`config.mk`:
```
export PLATFORM = sky130hd
export DESIGN_NAME = cxe_entry
export DESIGN_NICKNAME = d
export VERILOG_FILES = /design/src/cxe_pkg.sv /design/src/cxe_entry.sv
export VERILOG_INCLUDE_DIRS = /design/src /design/src/src
export SDC_FILE = /design/constraint.sdc
export NUM_CORES = 2
export LEC_CHECK = 0
export BUFFER_PORTS_ARGS = -buffer_cell sky130_fd_sc_hd__clkbuf_2
export CAP_MARGIN = 25
export CORE_ASPECT_RATIO = 0.5
export CORE_MARGIN = 2
export CORE_UTILIZATION = 53
export DETAILED_ROUTE_END_ITERATION = 8
export PLACE_DENSITY = 0.77
export SETUP_SLACK_MARGIN = 0.15
export SYNTH_ARGS = -nofsm -noshare
export SYNTH_HDL_FRONTEND = slang
export SYNTH_SLANG_ARGS = --single-unit
```
`constraint.sdc`:
```
create_clock -name pclk -period 3.45 [get_ports pclk]
set_input_delay 0.345 -clock pclk [delete_from_list [all_inputs] [get_ports pclk]]
set_output_delay 0.345 -clock pclk [all_outputs]
set_load 0.01 [all_outputs]
```
`src/cxe_defines.svh`:
```
// Constants for the exception entry unit: offsets, bit positions, vectors.
// Assumes big-endian bit numbering of 64-bit words is mapped as bit n -> [63-n].
`ifndef CXE_DEFINES_SVH
`define CXE_DEFINES_SVH
// APB register byte offsets
`define CXE_OFF_CTRL 12'h000
`define CXE_OFF_STAT 12'h004
`define CXE_OFF_CFG0_LO 12'h008
`define CXE_OFF_CFG0_HI 12'h00C
`define CXE_OFF_RA_LO 12'h010
`define CXE_OFF_RA_HI 12'h014
`define CXE_OFF_SS_LO 12'h018
`define CXE_OFF_SS_HI 12'h01C
`define CXE_OFF_DFC 12'h020
`define CXE_OFF_DFA_LO 12'h024
`define CXE_OFF_DFA_HI 12'h028
`define CXE_OFF_MSW_LO 12'h02C
`define CXE_OFF_MSW_HI 12'h030
`define CXE_OFF_BASE_LO 12'h034
`define CXE_OFF_BASE_HI 12'h038
`define CXE_OFF_VEC_LO 12'h03C
`define CXE_OFF_VEC_HI 12'h040
// Machine state word bits (LSB-0 index of big-endian bit n is 63-n)
`define CXE_MSW_SF 63
`define CXE_MSW_ME 12
`define CXE_MSW_RI 1
`define CXE_MSW_DR 4
`define CXE_MSW_IR 5
// Config0 bits: big-endian 15 and 32
`define CXE_CFG_NHR 48
`define CXE_CFG_MCPIN 31
// Saved status bits: big-endian 42, 43, 44:45
`define CXE_SS_IFU 21
`define CXE_SS_LSU 20
`define CXE_SS_CAUSE_HI 19
`define CXE_SS_CAUSE_LO 18
// Fault cause (32-bit, big-endian bit n -> [31-n])
`define CXE_DFC_UE 15
`define CXE_DFC_UETW 14
`define CXE_DFC_L1D 13
`define CXE_DFC_L1T 12
`define CXE_DFC_ERAT 11
`define CXE_DFC_TLB 10
`define CXE_DFC_SLB 8
// Vector offsets
`define CXE_VEC_SRESET 64'h0000_0000_0000_0100
`define CXE_VEC_MCHK 64'h0000_0000_0000_0200
`define CXE_VEC_DSTOR 64'h0000_0000_0000_0300
`define CXE_VEC_DSEG 64'h0000_0000_0000_0380
`define CXE_VEC_ISTOR 64'h0000_0000_0000_0400
`define CXE_VEC_ISEG 64'h0000_0000_0000_0480
// Scan-port soft reset command sequence
`define CXE_SCAN_CMD1 8'hA5
`define CXE_SCAN_CMD2 8'h5A
`define CXE_ZERO64 64'h0000_0000_0000_0000
`endif

```
`src/cxe_pkg.sv`:
```
// Types for the exception entry unit.
// Assumes cxe_defines.svh is available for constants.
package cxe_pkg;
	typedef enum logic [2:0] {
		CXE_NONE, CXE_SRESET, CXE_MCHK, CXE_DSTOR, CXE_DSEG, CXE_ISTOR, CXE_ISEG
	} cxe_kind_type;
	// Error reports from the detectors, one cycle pulses
	typedef struct packed {
		logic l1d_par;
		logic l1t_par;
		logic erat_par;
		logic tlb_par;
		logic slb_par;
		logic l2_ue_load;
		logic l2_ue_walk;
		logic ci_bad;
		logic ifu_ue;
		logic if_slb_par;
		logic if_tlb_par;
		logic if_walk_ue;
	} cxe_err_type;
	// Pipeline fault and context inputs
	typedef struct packed {
		logic d_page_fault;
		logic d_seg_miss;
		logic i_fetch_fail;
		logic i_seg_miss;
		logic [63:0] instr_addr;
		logic [63:0] next_addr;
		logic [63:0] ea;
	} cxe_pipe_type;
	// Exception taken report
	typedef struct packed {
		logic taken;
		cxe_kind_type kind;
		logic [63:0] fetch_addr;
		logic checkstop;
	} cxe_take_type;
	typedef struct packed {
		logic [63:0] msw;
		logic [63:0] cfg0;
		logic [63:0] base;
		logic [63:0] ret_addr;
		logic [63:0] saved;
		logic [31:0] dfc;
		logic [63:0] dfa;
		logic [63:0] vec;
		logic l1_sw_mode;
		logic [1:0] scan_st;
		logic checkstop;
		cxe_take_type take;
		logic [31:0] prdata;
		logic pready;
		logic pslverr;
	} cxe_state_type;
endpackage

```
`src/cxe_entry.sv`:
```
// Exception entry unit: forms the new machine state word, logs causes, picks vectors.
// Assumes all inputs synchronous to pclk and an APB master for software access.
// Function
// - On any exception clear state word, set 64-bit mode bit.
// - Only machine check clears the machine-check enable bit.
// - Soft reset pin or scan command sequence raises system reset.
// - Not-hard-reset config bit survives soft reset, zero after hard reset.
// - Machine check with enable clear enters checkstop.
// - Machine check pin acts only when config bit 32 set.
// - Data-side parity errors give precise machine check at offending instruction.
// - Default mode fixes L1 data and tag parity without interrupt.
// - L2 uncorrectable error on load or walk gives machine check.
// - Bad data for caching-inhibited load gives machine check.
// - Return address: next instruction, or load, or fetch initiator.
// - Saved status copies prior state; bit 62 kept only if recoverable.
// - Saved status bits 42, 43 flag fetch uncorrectable and load/store errors.
// - Saved status bits 44:45 encode fetch translation error cause.
// - Fault cause zeros; bits 16, 17 flag deferred uncorrectable errors.
// - Fault cause bits 18-21 flag recoverable parity errors.
// - Fault cause bit 23 flags segment buffer parity incl duplicates.
// - Fault address gets effective address for listed errors.
// - Data page fault takes data storage exception at 0x300.
// - Data segment miss with translation on goes to 0x380.
// - Failed fetch takes instruction storage exception at 0x400.
// - Instruction segment miss with translation on goes to 0x480.
// - Handler fetch address is base offset plus vector.
`timescale 1ns/1ps
`include "cxe_defines.svh"
module cxe_entry
	import cxe_pkg::*;
#(
	parameter int ADDR_W = 12
) (
	// Clock and reset
	input wire logic pclk,
	input wire logic presetn,
	input wire logic clk_en,
	// APB slave
	input wire logic psel,
	input wire logic penable,
	input wire logic pwrite,
	input wire logic [ADDR_W-1:0] paddr,
	input wire logic [31:0] pwdata,
	input wire logic [3:0] pstrb,
	output logic [31:0] prdata,
	output logic pready,
	output logic pslverr,
	// Reset and check sources
	input wire logic soft_reset,
	input wire logic scan_valid,
	input wire logic [7:0] scan_cmd,
	input wire logic mchk_pin,
	input wire logic recoverable_err,
	// Detectors and pipeline
	input wire cxe_err_type err,
	input wire cxe_pipe_type pipe,
	// Exception taken report
	output cxe_take_type take,
	output logic checkstop
);
	cxe_state_type s_q, s_d;

	// Write one 32-bit half of a 64-bit register with byte strobes
	function automatic logic [63:0] wr_half(input logic [63:0] r, input logic hi,
			input logic [31:0] d, input logic [3:0] st);
		logic [63:0] o;
		o = r;
		for (int i = 0; i < 4; i++) begin
			if (st[i]) begin
				if (hi) o[32+8*i +: 8] = d[8*i +: 8];
				else o[8*i +: 8] = d[8*i +: 8];
			end
		end
		return o;
	endfunction

	// New state word on exception entry
	function automatic logic [63:0] new_msw(input logic [63:0] m, input logic is_mc);
		logic [63:0] o;
		o = `CXE_ZERO64;
		o[`CXE_MSW_SF] = 1'b1;
		o[`CXE_MSW_ME] = is_mc ? 1'b0 : m[`CXE_MSW_ME];
		return o;
	endfunction

	logic sreset_ev, mc_sync, mc_async, mc_any, mc_rec, l1_only;

	// Event decode
	always_comb begin
		sreset_ev = soft_reset || (scan_valid && scan_cmd == `CXE_SCAN_CMD2
			&& s_q.scan_st == 2'd1);
		l1_only = (err.l1d_par || err.l1t_par) && !s_q.l1_sw_mode;
		mc_sync = (s_q.l1_sw_mode && (err.l1d_par || err.l1t_par))
			|| err.erat_par || err.tlb_par || err.slb_par
			|| err.l2_ue_load || err.l2_ue_walk
			|| err.ci_bad
			|| err.ifu_ue || err.if_slb_par || err.if_tlb_par || err.if_walk_ue;
		mc_async = mchk_pin && s_q.cfg0[`CXE_CFG_MCPIN];
		mc_any = mc_sync || mc_async;
		mc_rec = recoverable_err && s_q.msw[`CXE_MSW_RI];
	end

	// Next state
	always_comb begin
		logic [63:0] sv;
		logic [11:0] off;
		logic dsel;
		sv = `CXE_ZERO64;
		off = paddr[11:0];
		dsel = psel && penable && !s_q.pready;
		s_d = s_q;
		s_d.take.taken = 1'b0;
		s_d.pready = 1'b0;
		s_d.pslverr = 1'b0;
		if (!clk_en) begin
			s_d = s_q;
		end else begin
			// Scan-port command sequence tracker
			if (scan_valid) begin
				s_d.scan_st = (scan_cmd == `CXE_SCAN_CMD1) ? 2'd1 : 2'd0;
			end
			if (s_q.checkstop) begin
				s_d.take.taken = 1'b0;
			end else if (sreset_ev) begin
				s_d.take.taken = 1'b1;
				s_d.take.kind = CXE_SRESET;
				s_d.vec = `CXE_VEC_SRESET;
				s_d.ret_addr = pipe.next_addr;
				s_d.saved = s_q.msw;
				s_d.msw = new_msw(s_q.msw, 1'b0);
				s_d.take.fetch_addr = s_q.base + `CXE_VEC_SRESET;
				// Config bit 15 keeps its value here: no write to cfg0.
			end else if (mc_any && !s_q.msw[`CXE_MSW_ME]) begin
				s_d.checkstop = 1'b1;
			end else if (mc_any) begin
				s_d.take.taken = 1'b1;
				s_d.take.kind = CXE_MCHK;
				s_d.vec = `CXE_VEC_MCHK;
				// Return address choice
				if (err.ifu_ue || err.if_slb_par || err.if_tlb_par || err.if_walk_ue)
					s_d.ret_addr = pipe.instr_addr;
				else if (mc_sync)
					s_d.ret_addr = pipe.instr_addr;
				else
					s_d.ret_addr = pipe.next_addr;
				sv = s_q.msw;
				sv[`CXE_MSW_RI] = mc_rec ? s_q.msw[`CXE_MSW_RI] : 1'b0;
				sv[`CXE_SS_IFU] = err.ifu_ue;
				sv[`CXE_SS_LSU] = mc_sync && !(err.ifu_ue || err.if_slb_par
					|| err.if_tlb_par || err.if_walk_ue);
				// Cause encoding
				{sv[`CXE_SS_CAUSE_HI], sv[`CXE_SS_CAUSE_LO]} =
					err.if_walk_ue ? 2'd3 : err.if_tlb_par ? 2'd2 :
					err.if_slb_par ? 2'd1 : 2'd0;
				s_d.saved = sv;
				s_d.dfc = 32'h0000_0000;
				s_d.dfc[`CXE_DFC_UE] = err.l2_ue_load || err.ci_bad;
				s_d.dfc[`CXE_DFC_UETW] = err.l2_ue_walk;
				s_d.dfc[`CXE_DFC_L1D] = err.l1d_par && s_q.l1_sw_mode;
				s_d.dfc[`CXE_DFC_L1T] = err.l1t_par && s_q.l1_sw_mode;
				s_d.dfc[`CXE_DFC_ERAT] = err.erat_par;
				s_d.dfc[`CXE_DFC_TLB] = err.tlb_par;
				s_d.dfc[`CXE_DFC_SLB] = err.slb_par;
				if (err.erat_par || err.tlb_par || err.slb_par || err.l2_ue_walk
						|| (s_q.l1_sw_mode && (err.l1d_par || err.l1t_par)))
					s_d.dfa = pipe.ea;
				s_d.msw = new_msw(s_q.msw, 1'b1);
				s_d.take.fetch_addr = s_q.base + `CXE_VEC_MCHK;
			end else if (pipe.d_page_fault || (pipe.d_seg_miss && s_q.msw[`CXE_MSW_DR])
					|| pipe.i_fetch_fail || (pipe.i_seg_miss && s_q.msw[`CXE_MSW_IR])) begin
				s_d.take.taken = 1'b1;
				s_d.ret_addr = pipe.instr_addr;
				s_d.saved = s_q.msw;
				s_d.msw = new_msw(s_q.msw, 1'b0);
				if (pipe.d_page_fault) begin
					s_d.take.kind = CXE_DSTOR;
					s_d.vec = `CXE_VEC_DSTOR;
					s_d.dfa = pipe.ea;
				end else if (pipe.d_seg_miss && s_q.msw[`CXE_MSW_DR]) begin
					s_d.take.kind = CXE_DSEG;
					s_d.vec = `CXE_VEC_DSEG;
					s_d.dfa = pipe.ea;
				end else if (pipe.i_seg_miss && s_q.msw[`CXE_MSW_IR]) begin
					s_d.take.kind = CXE_ISEG;
					s_d.vec = `CXE_VEC_ISEG;
				end else begin
					s_d.take.kind = CXE_ISTOR;
					s_d.vec = `CXE_VEC_ISTOR;
				end
				s_d.take.fetch_addr = s_q.base + s_d.vec;
			end
			// Report carries the stop level alongside the taken pulse
			s_d.take.checkstop = s_d.checkstop;
			// APB access; software writes lose to a same-cycle exception update
			if (dsel) begin
				s_d.pready = 1'b1;
				s_d.prdata = 32'h0000_0000;
				unique case (off)
					`CXE_OFF_CTRL: if (pwrite) s_d.l1_sw_mode = pwdata[0];
						else s_d.prdata = {31'h0000_0000, s_q.l1_sw_mode};
					`CXE_OFF_STAT: if (!pwrite) s_d.prdata = {29'h0000_0000,
						s_q.checkstop, s_q.take.taken, l1_only};
					`CXE_OFF_CFG0_LO, `CXE_OFF_CFG0_HI: if (pwrite)
						s_d.cfg0 = wr_half(s_q.cfg0, off[2], pwdata, pstrb);
						else s_d.prdata = off[2] ? s_q.cfg0[63:32] : s_q.cfg0[31:0];
					`CXE_OFF_RA_LO, `CXE_OFF_RA_HI: if (pwrite && !s_d.take.taken)
						s_d.ret_addr = wr_half(s_q.ret_addr, off[2], pwdata, pstrb);
						else s_d.prdata = off[2] ? s_q.ret_addr[63:32] : s_q.ret_addr[31:0];
					`CXE_OFF_SS_LO, `CXE_OFF_SS_HI: if (pwrite && !s_d.take.taken)
						s_d.saved = wr_half(s_q.saved, off[2], pwdata, pstrb);
						else s_d.prdata = off[2] ? s_q.saved[63:32] : s_q.saved[31:0];
					`CXE_OFF_DFC: if (pwrite && !s_d.take.taken) s_d.dfc = pwdata;
						else s_d.prdata = s_q.dfc;
					`CXE_OFF_DFA_LO, `CXE_OFF_DFA_HI: if (pwrite && !s_d.take.taken)
						s_d.dfa = wr_half(s_q.dfa, off[3], pwdata, pstrb);
						else s_d.prdata = off[3] ? s_q.dfa[63:32] : s_q.dfa[31:0];
					`CXE_OFF_MSW_LO, `CXE_OFF_MSW_HI: if (pwrite && !s_d.take.taken)
						s_d.msw = wr_half(s_q.msw, off == `CXE_OFF_MSW_HI, pwdata, pstrb);
						else s_d.prdata = (off == `CXE_OFF_MSW_HI) ? s_q.msw[63:32]
							: s_q.msw[31:0];
					`CXE_OFF_BASE_LO, `CXE_OFF_BASE_HI: if (pwrite)
						s_d.base = wr_half(s_q.base, off[3], pwdata, pstrb);
						else s_d.prdata = off[3] ? s_q.base[63:32] : s_q.base[31:0];
					`CXE_OFF_VEC_LO, `CXE_OFF_VEC_HI: if (!pwrite)
						s_d.prdata = (off == `CXE_OFF_VEC_HI) ? s_q.vec[63:32] : s_q.vec[31:0];
					default: s_d.pslverr = 1'b1;
				endcase
			end
		end
	end

	// State register; hard reset zeroes everything incl. not-hard-reset bit
	always_ff @(posedge pclk or negedge presetn) begin
		if (!presetn) begin
			s_q <= '0;
		end else begin
			s_q <= s_d;
		end
	end

	// Outputs straight from flops
	assign prdata = s_q.prdata;
	assign pready = s_q.pready;
	assign pslverr = s_q.pslverr;
	assign take = s_q.take;
	assign checkstop = s_q.checkstop;

	// Entry word: mode bit set, enable kept or cleared
	msw_entry_a: assert property (@(posedge pclk) disable iff (!presetn)
		s_q.take.taken |-> s_q.msw[`CXE_MSW_SF] && s_q.msw[`CXE_MSW_RI] == 1'b0)
		else $error("entry state word wrong");
	me_clear_a: assert property (@(posedge pclk) disable iff (!presetn)
		s_q.take.taken && s_q.take.kind != CXE_MCHK |-> $stable(s_q.msw[`CXE_MSW_ME]))
		else $error("enable bit changed");
	sreset_take_a: assert property (@(posedge pclk) disable iff (!presetn)
		clk_en && soft_reset && !s_q.checkstop |=> s_q.take.taken
		&& s_q.take.kind == CXE_SRESET) else $error("soft reset missed");
	stop_a: assert property (@(posedge pclk) disable iff (!presetn)
		clk_en && mc_any && !sreset_ev && !s_q.msw[`CXE_MSW_ME] && !s_q.checkstop
		|=> s_q.checkstop && !s_q.take.taken) else $error("no checkstop");
	pin_gate_a: assert property (@(posedge pclk) disable iff (!presetn)
		clk_en && mchk_pin && !s_q.cfg0[`CXE_CFG_MCPIN] && !mc_sync && !sreset_ev
		&& !(pipe.d_page_fault || pipe.d_seg_miss || pipe.i_fetch_fail || pipe.i_seg_miss)
		|=> !s_q.take.taken) else $error("pin not gated");
	l1_fix_a: assert property (@(posedge pclk) disable iff (!presetn)
		clk_en && l1_only && !mc_any && !sreset_ev
		&& !(pipe.d_page_fault || pipe.d_seg_miss || pipe.i_fetch_fail || pipe.i_seg_miss)
		|=> !s_q.take.taken) else $error("l1 parity interrupted");
	vec_sum_a: assert property (@(posedge pclk) disable iff (!presetn)
		s_q.take.taken |-> s_q.take.fetch_addr == $past(s_q.base) + s_q.vec)
		else $error("fetch address wrong");
	dstor_vec_a: assert property (@(posedge pclk) disable iff (!presetn)
		s_q.take.taken && s_q.take.kind == CXE_DSTOR |-> s_q.vec == `CXE_VEC_DSTOR)
		else $error("data storage vector wrong");
endmodule // cxe_entry

```
==> impl_metrics.py <==
metrics = {
    "cts": {
        "clock_latency_ns": 0.60,
        "htree_num_levels": 2,
        "cts_num_sinks": 525,
        "cts_tree": "built",
        "clk_path_buf_depth": 3,
        "clk_pin_slew_worst_paths_ns": 0.06,
        "cts_made_buffers": 49,
        "clockRootBuffer": "clkbuf_16",
    },
    "timing": {
        "finalHoldWorstSlack_ns": 0.04392,
        "setup_violations": 0,
        "tightestPinTransition_ns": 0.9112,
        "finClkSkew_ns": 0.02018,
        "fmax_ghz": 0.2991,
        "max_slew_margin": 0.3885,
        "fin_ws_ns": 0.1071,
        "rsz0062_at_grt": "yes",
        "period_needed_ns": 3.343,
        "fin_crit_sh": 0.9690,
        "hold_viol": 0,
        "tns_ns": 0,
        "final_max_slew_viol_count": 0,
    },
    "die": {
        "start_util": 0.5406,
        "die_h_um": 172.9,
        "core_um2": 55940,
        "die_x_um": 341.8,
        "die_area_um2": 59110,
        "boundaryPins": 378,
        "rows": 61,
    },
    "route": {
        "dr.pass1.iters": 9,
        "detail_route.wl_per_cell_um": 29.57,
        "drc": 0,
        "ant_nets": 0,
        "num_vias": 29609,
        "via_per_inst": 7.015,
        "first_iter_violations": 4326,
        "drt_wl_total_um": 124800,
    },
    "synthesis": {
        "ys_ff_latch": 525,
        "synth_cell_types": 89,
        "synth_area_leader_cell": "dfrtp_1",
        "synth_flop_cell": "dfrtp_1",
        "async_flop_share": 1.000,
        "netlist_area_um2": 30240,
        "synth-edff-count": 0,
        "synth_top_area_share": 0.4344,
        "synth_area_leaders": "dfrtp_1 43%, mux2i_1 5.4%, mux2_2 4.2%, a22o_1 3.7%, nand2_1 3.6%",
        "yosysWarnings": 0,
        "syn_nets": 3457,
        "synthTopCellsByCount": "525 x dfrtp_1, 287 x nand2_1, 237 x nor2_1",
        "synth.avg_cell_area_um2": 9.523,
        "synth.most_common_cell": "dfrtp_1",
        "syn_inst": 3176,
        "yosysSeqAreaShare": 0.4344,
    },
    "setup_path": {
        "reg2reg_slack_ns": 0.11,
        "start_kind": "flop",
        "crit_path_max_fanout": 11,
        "crit_chain": "a211oi_1 > and4_2 > mux2i_1 > a21oi_2 > buf_4 > nor2_1 > buf_4 > and3_1 > a22o_1",
        "end_kind": "flop",
        "critical_path_class": "flop to flop",
        "r2r_cells": 9,
        "r2r-end": "s_q[527]",
        "worstReg2RegStart": "s_q[490]",
        "slowest_stage": "a211oi_1",
        "cp.arrival_ns": 3.87,
        "required_ns": 3.98,
        "max_stage_delay_ns": 0.55,
        "crit_top_cell": "buf_4",
    },
    "layout": {
        "area_growth_pct": 14.79,
        "final_nets": 3705,
        "drive_gt1_frac": 0.2362,
    },
    "grt": {
        "grt_pass1_vias": 28316,
        "grt.total_usage": 0.4099,
        "gr-total-overflow": 0,
        "grt_max_degree": 81,
        "grt_pass1_wl_um": 183200,
        "grt_antenna_before_repair": 2,
    },
    "power_and_ir_drop": {
        "power_density_nw_per_um2": 383.5,
        "p_leak_nw": 15.88,
        "vdd.ir_drop.worst_uv": 369.1,
    },
    "status": {
        "outcome": "completed",
    },
    "job": {
        "maxCapViolCount": 0,
    },
    "placement": {
        "dp_hpwl_um": 91420,
        "gp_congestion": 1.010,
        "pre_cts_ws_ns": 0.06172,
        "io_buffers": 377,
    },
    "worst_hold_path": {
        "hold_depth": 3,
        "hold_path_end": "s_q[216]",
        "hp-start": "pipe[45]",
        "hold_path_class": "input pin to flop",
    },
}
## area by class of cell
| class | instances | area (µm²) |
|---|---|---|
| Multi-Input combinational cell | 2247 | 15230 |
| Fill cell | 4665 | 21230 |
| Inverter | 27 | 101.3 |
| Clock inverter | 20 | 245.2 |
| Sequential cell | 525 | 13140 |
| Clock buffer | 70 | 1425 |
| Tap cell | 756 | 945.9 |
| Timing Repair Buffer | 574 | 3630 |
| Antenna cell | 2 | 5.005 |
## report_power, final
part	total (mW)	switching, mW	internal, mW
sequential	6.35	0.0867	6.27
clock	5.84	2.58	3.26
combinational	1.12	0.736	0.386
## repair_timing
action / in CTS / in global routing
pin swaps: 0 / 5
resized for setup: 2 / 10
endpoints found under the setup margin: 4 / 67
setup buffers: 0 / 3
cloned: 0 / 2
endpoints found under the hold margin: 63 / 0
hold buffers: 2 / 0
## layer usage
layer	routed length, µm	GRT usage
met1	49640	0.5819
met5	42	0.005609
met3	17500	0.1308
met2	52130	0.5825
met4	5496	0.1547
## worst max-delay path, delay by kind of cell (launching register included)
family          cells  cell delay [ns]
buf+inv             2             0.47
mux                 1             0.37
simple gates        3             1.03
compound gates      3             0.95
flops               1             0.44
## cell usage in the layout (no fill, tap or decap), types with 45 or more instances in the layout
master     count
dfrtp_1      525
clkbuf_2     374
nand2_1      286
nor2_1       237
buf_4        176
o22ai_1      166
mux2i_1      164
o21ai_0      151
a22o_1       129
mux2_2       114
a21oi_1      113
nand3_1       73
a2bb2oi_1     72
nor3_1        69
a221o_1       64
nand4_1       53
clkbuf_16     49
a22oi_1       45
## logic make-up (layout without fill, tap and decap cells)
family,after synthesis,in the layout,share of synthesized area
fa+ha+maj,7,7,0.003144
xor+xnor,59,59,0.01709
other cells,0,2,0
buf+inv,405,691,0.06685
flops,525,525,0.4344
mux,278,278,0.09672
compound gates,1004,1005,0.2392
simple gates,898,898,0.1426
## state kept, by name (all words and copies together), names as in the netlist
signal,count
prdata,32
pready,1
pslverr,1
s_q,422
take,69
## how the worst max path moves through the flow
stage,to,slack [ns],start,cells after the start
2_1_floorplan,take[40],0.24,s_q[528],13
6_report,s_q[527],0.11,s_q[490],9
5_1_grt,take[56],0.07,s_q[527],13
3_3_place_gp,take[36],0.07,pipe[192],14
3_5_place_dp,take[36],0.06,pipe[192],14
4_1_cts,take[56],0.16,s_q[527],13
## per-stage QoR
stage,power [mW],util,area [µm²],instances
2_1_floorplan,6.933,-,30250,3176
3_3_place_gp,7.528,0.5885,32920,4122
3_5_place_dp,7.542,0.5885,32920,4122
4_1_cts,13.26,0.6189,34620,4214
5_1_grt,13.64,0.6205,34710,4219
6_report,13.31,0.6206,34720,4221
No activity file was read; power rests on OpenSTA's default activity.
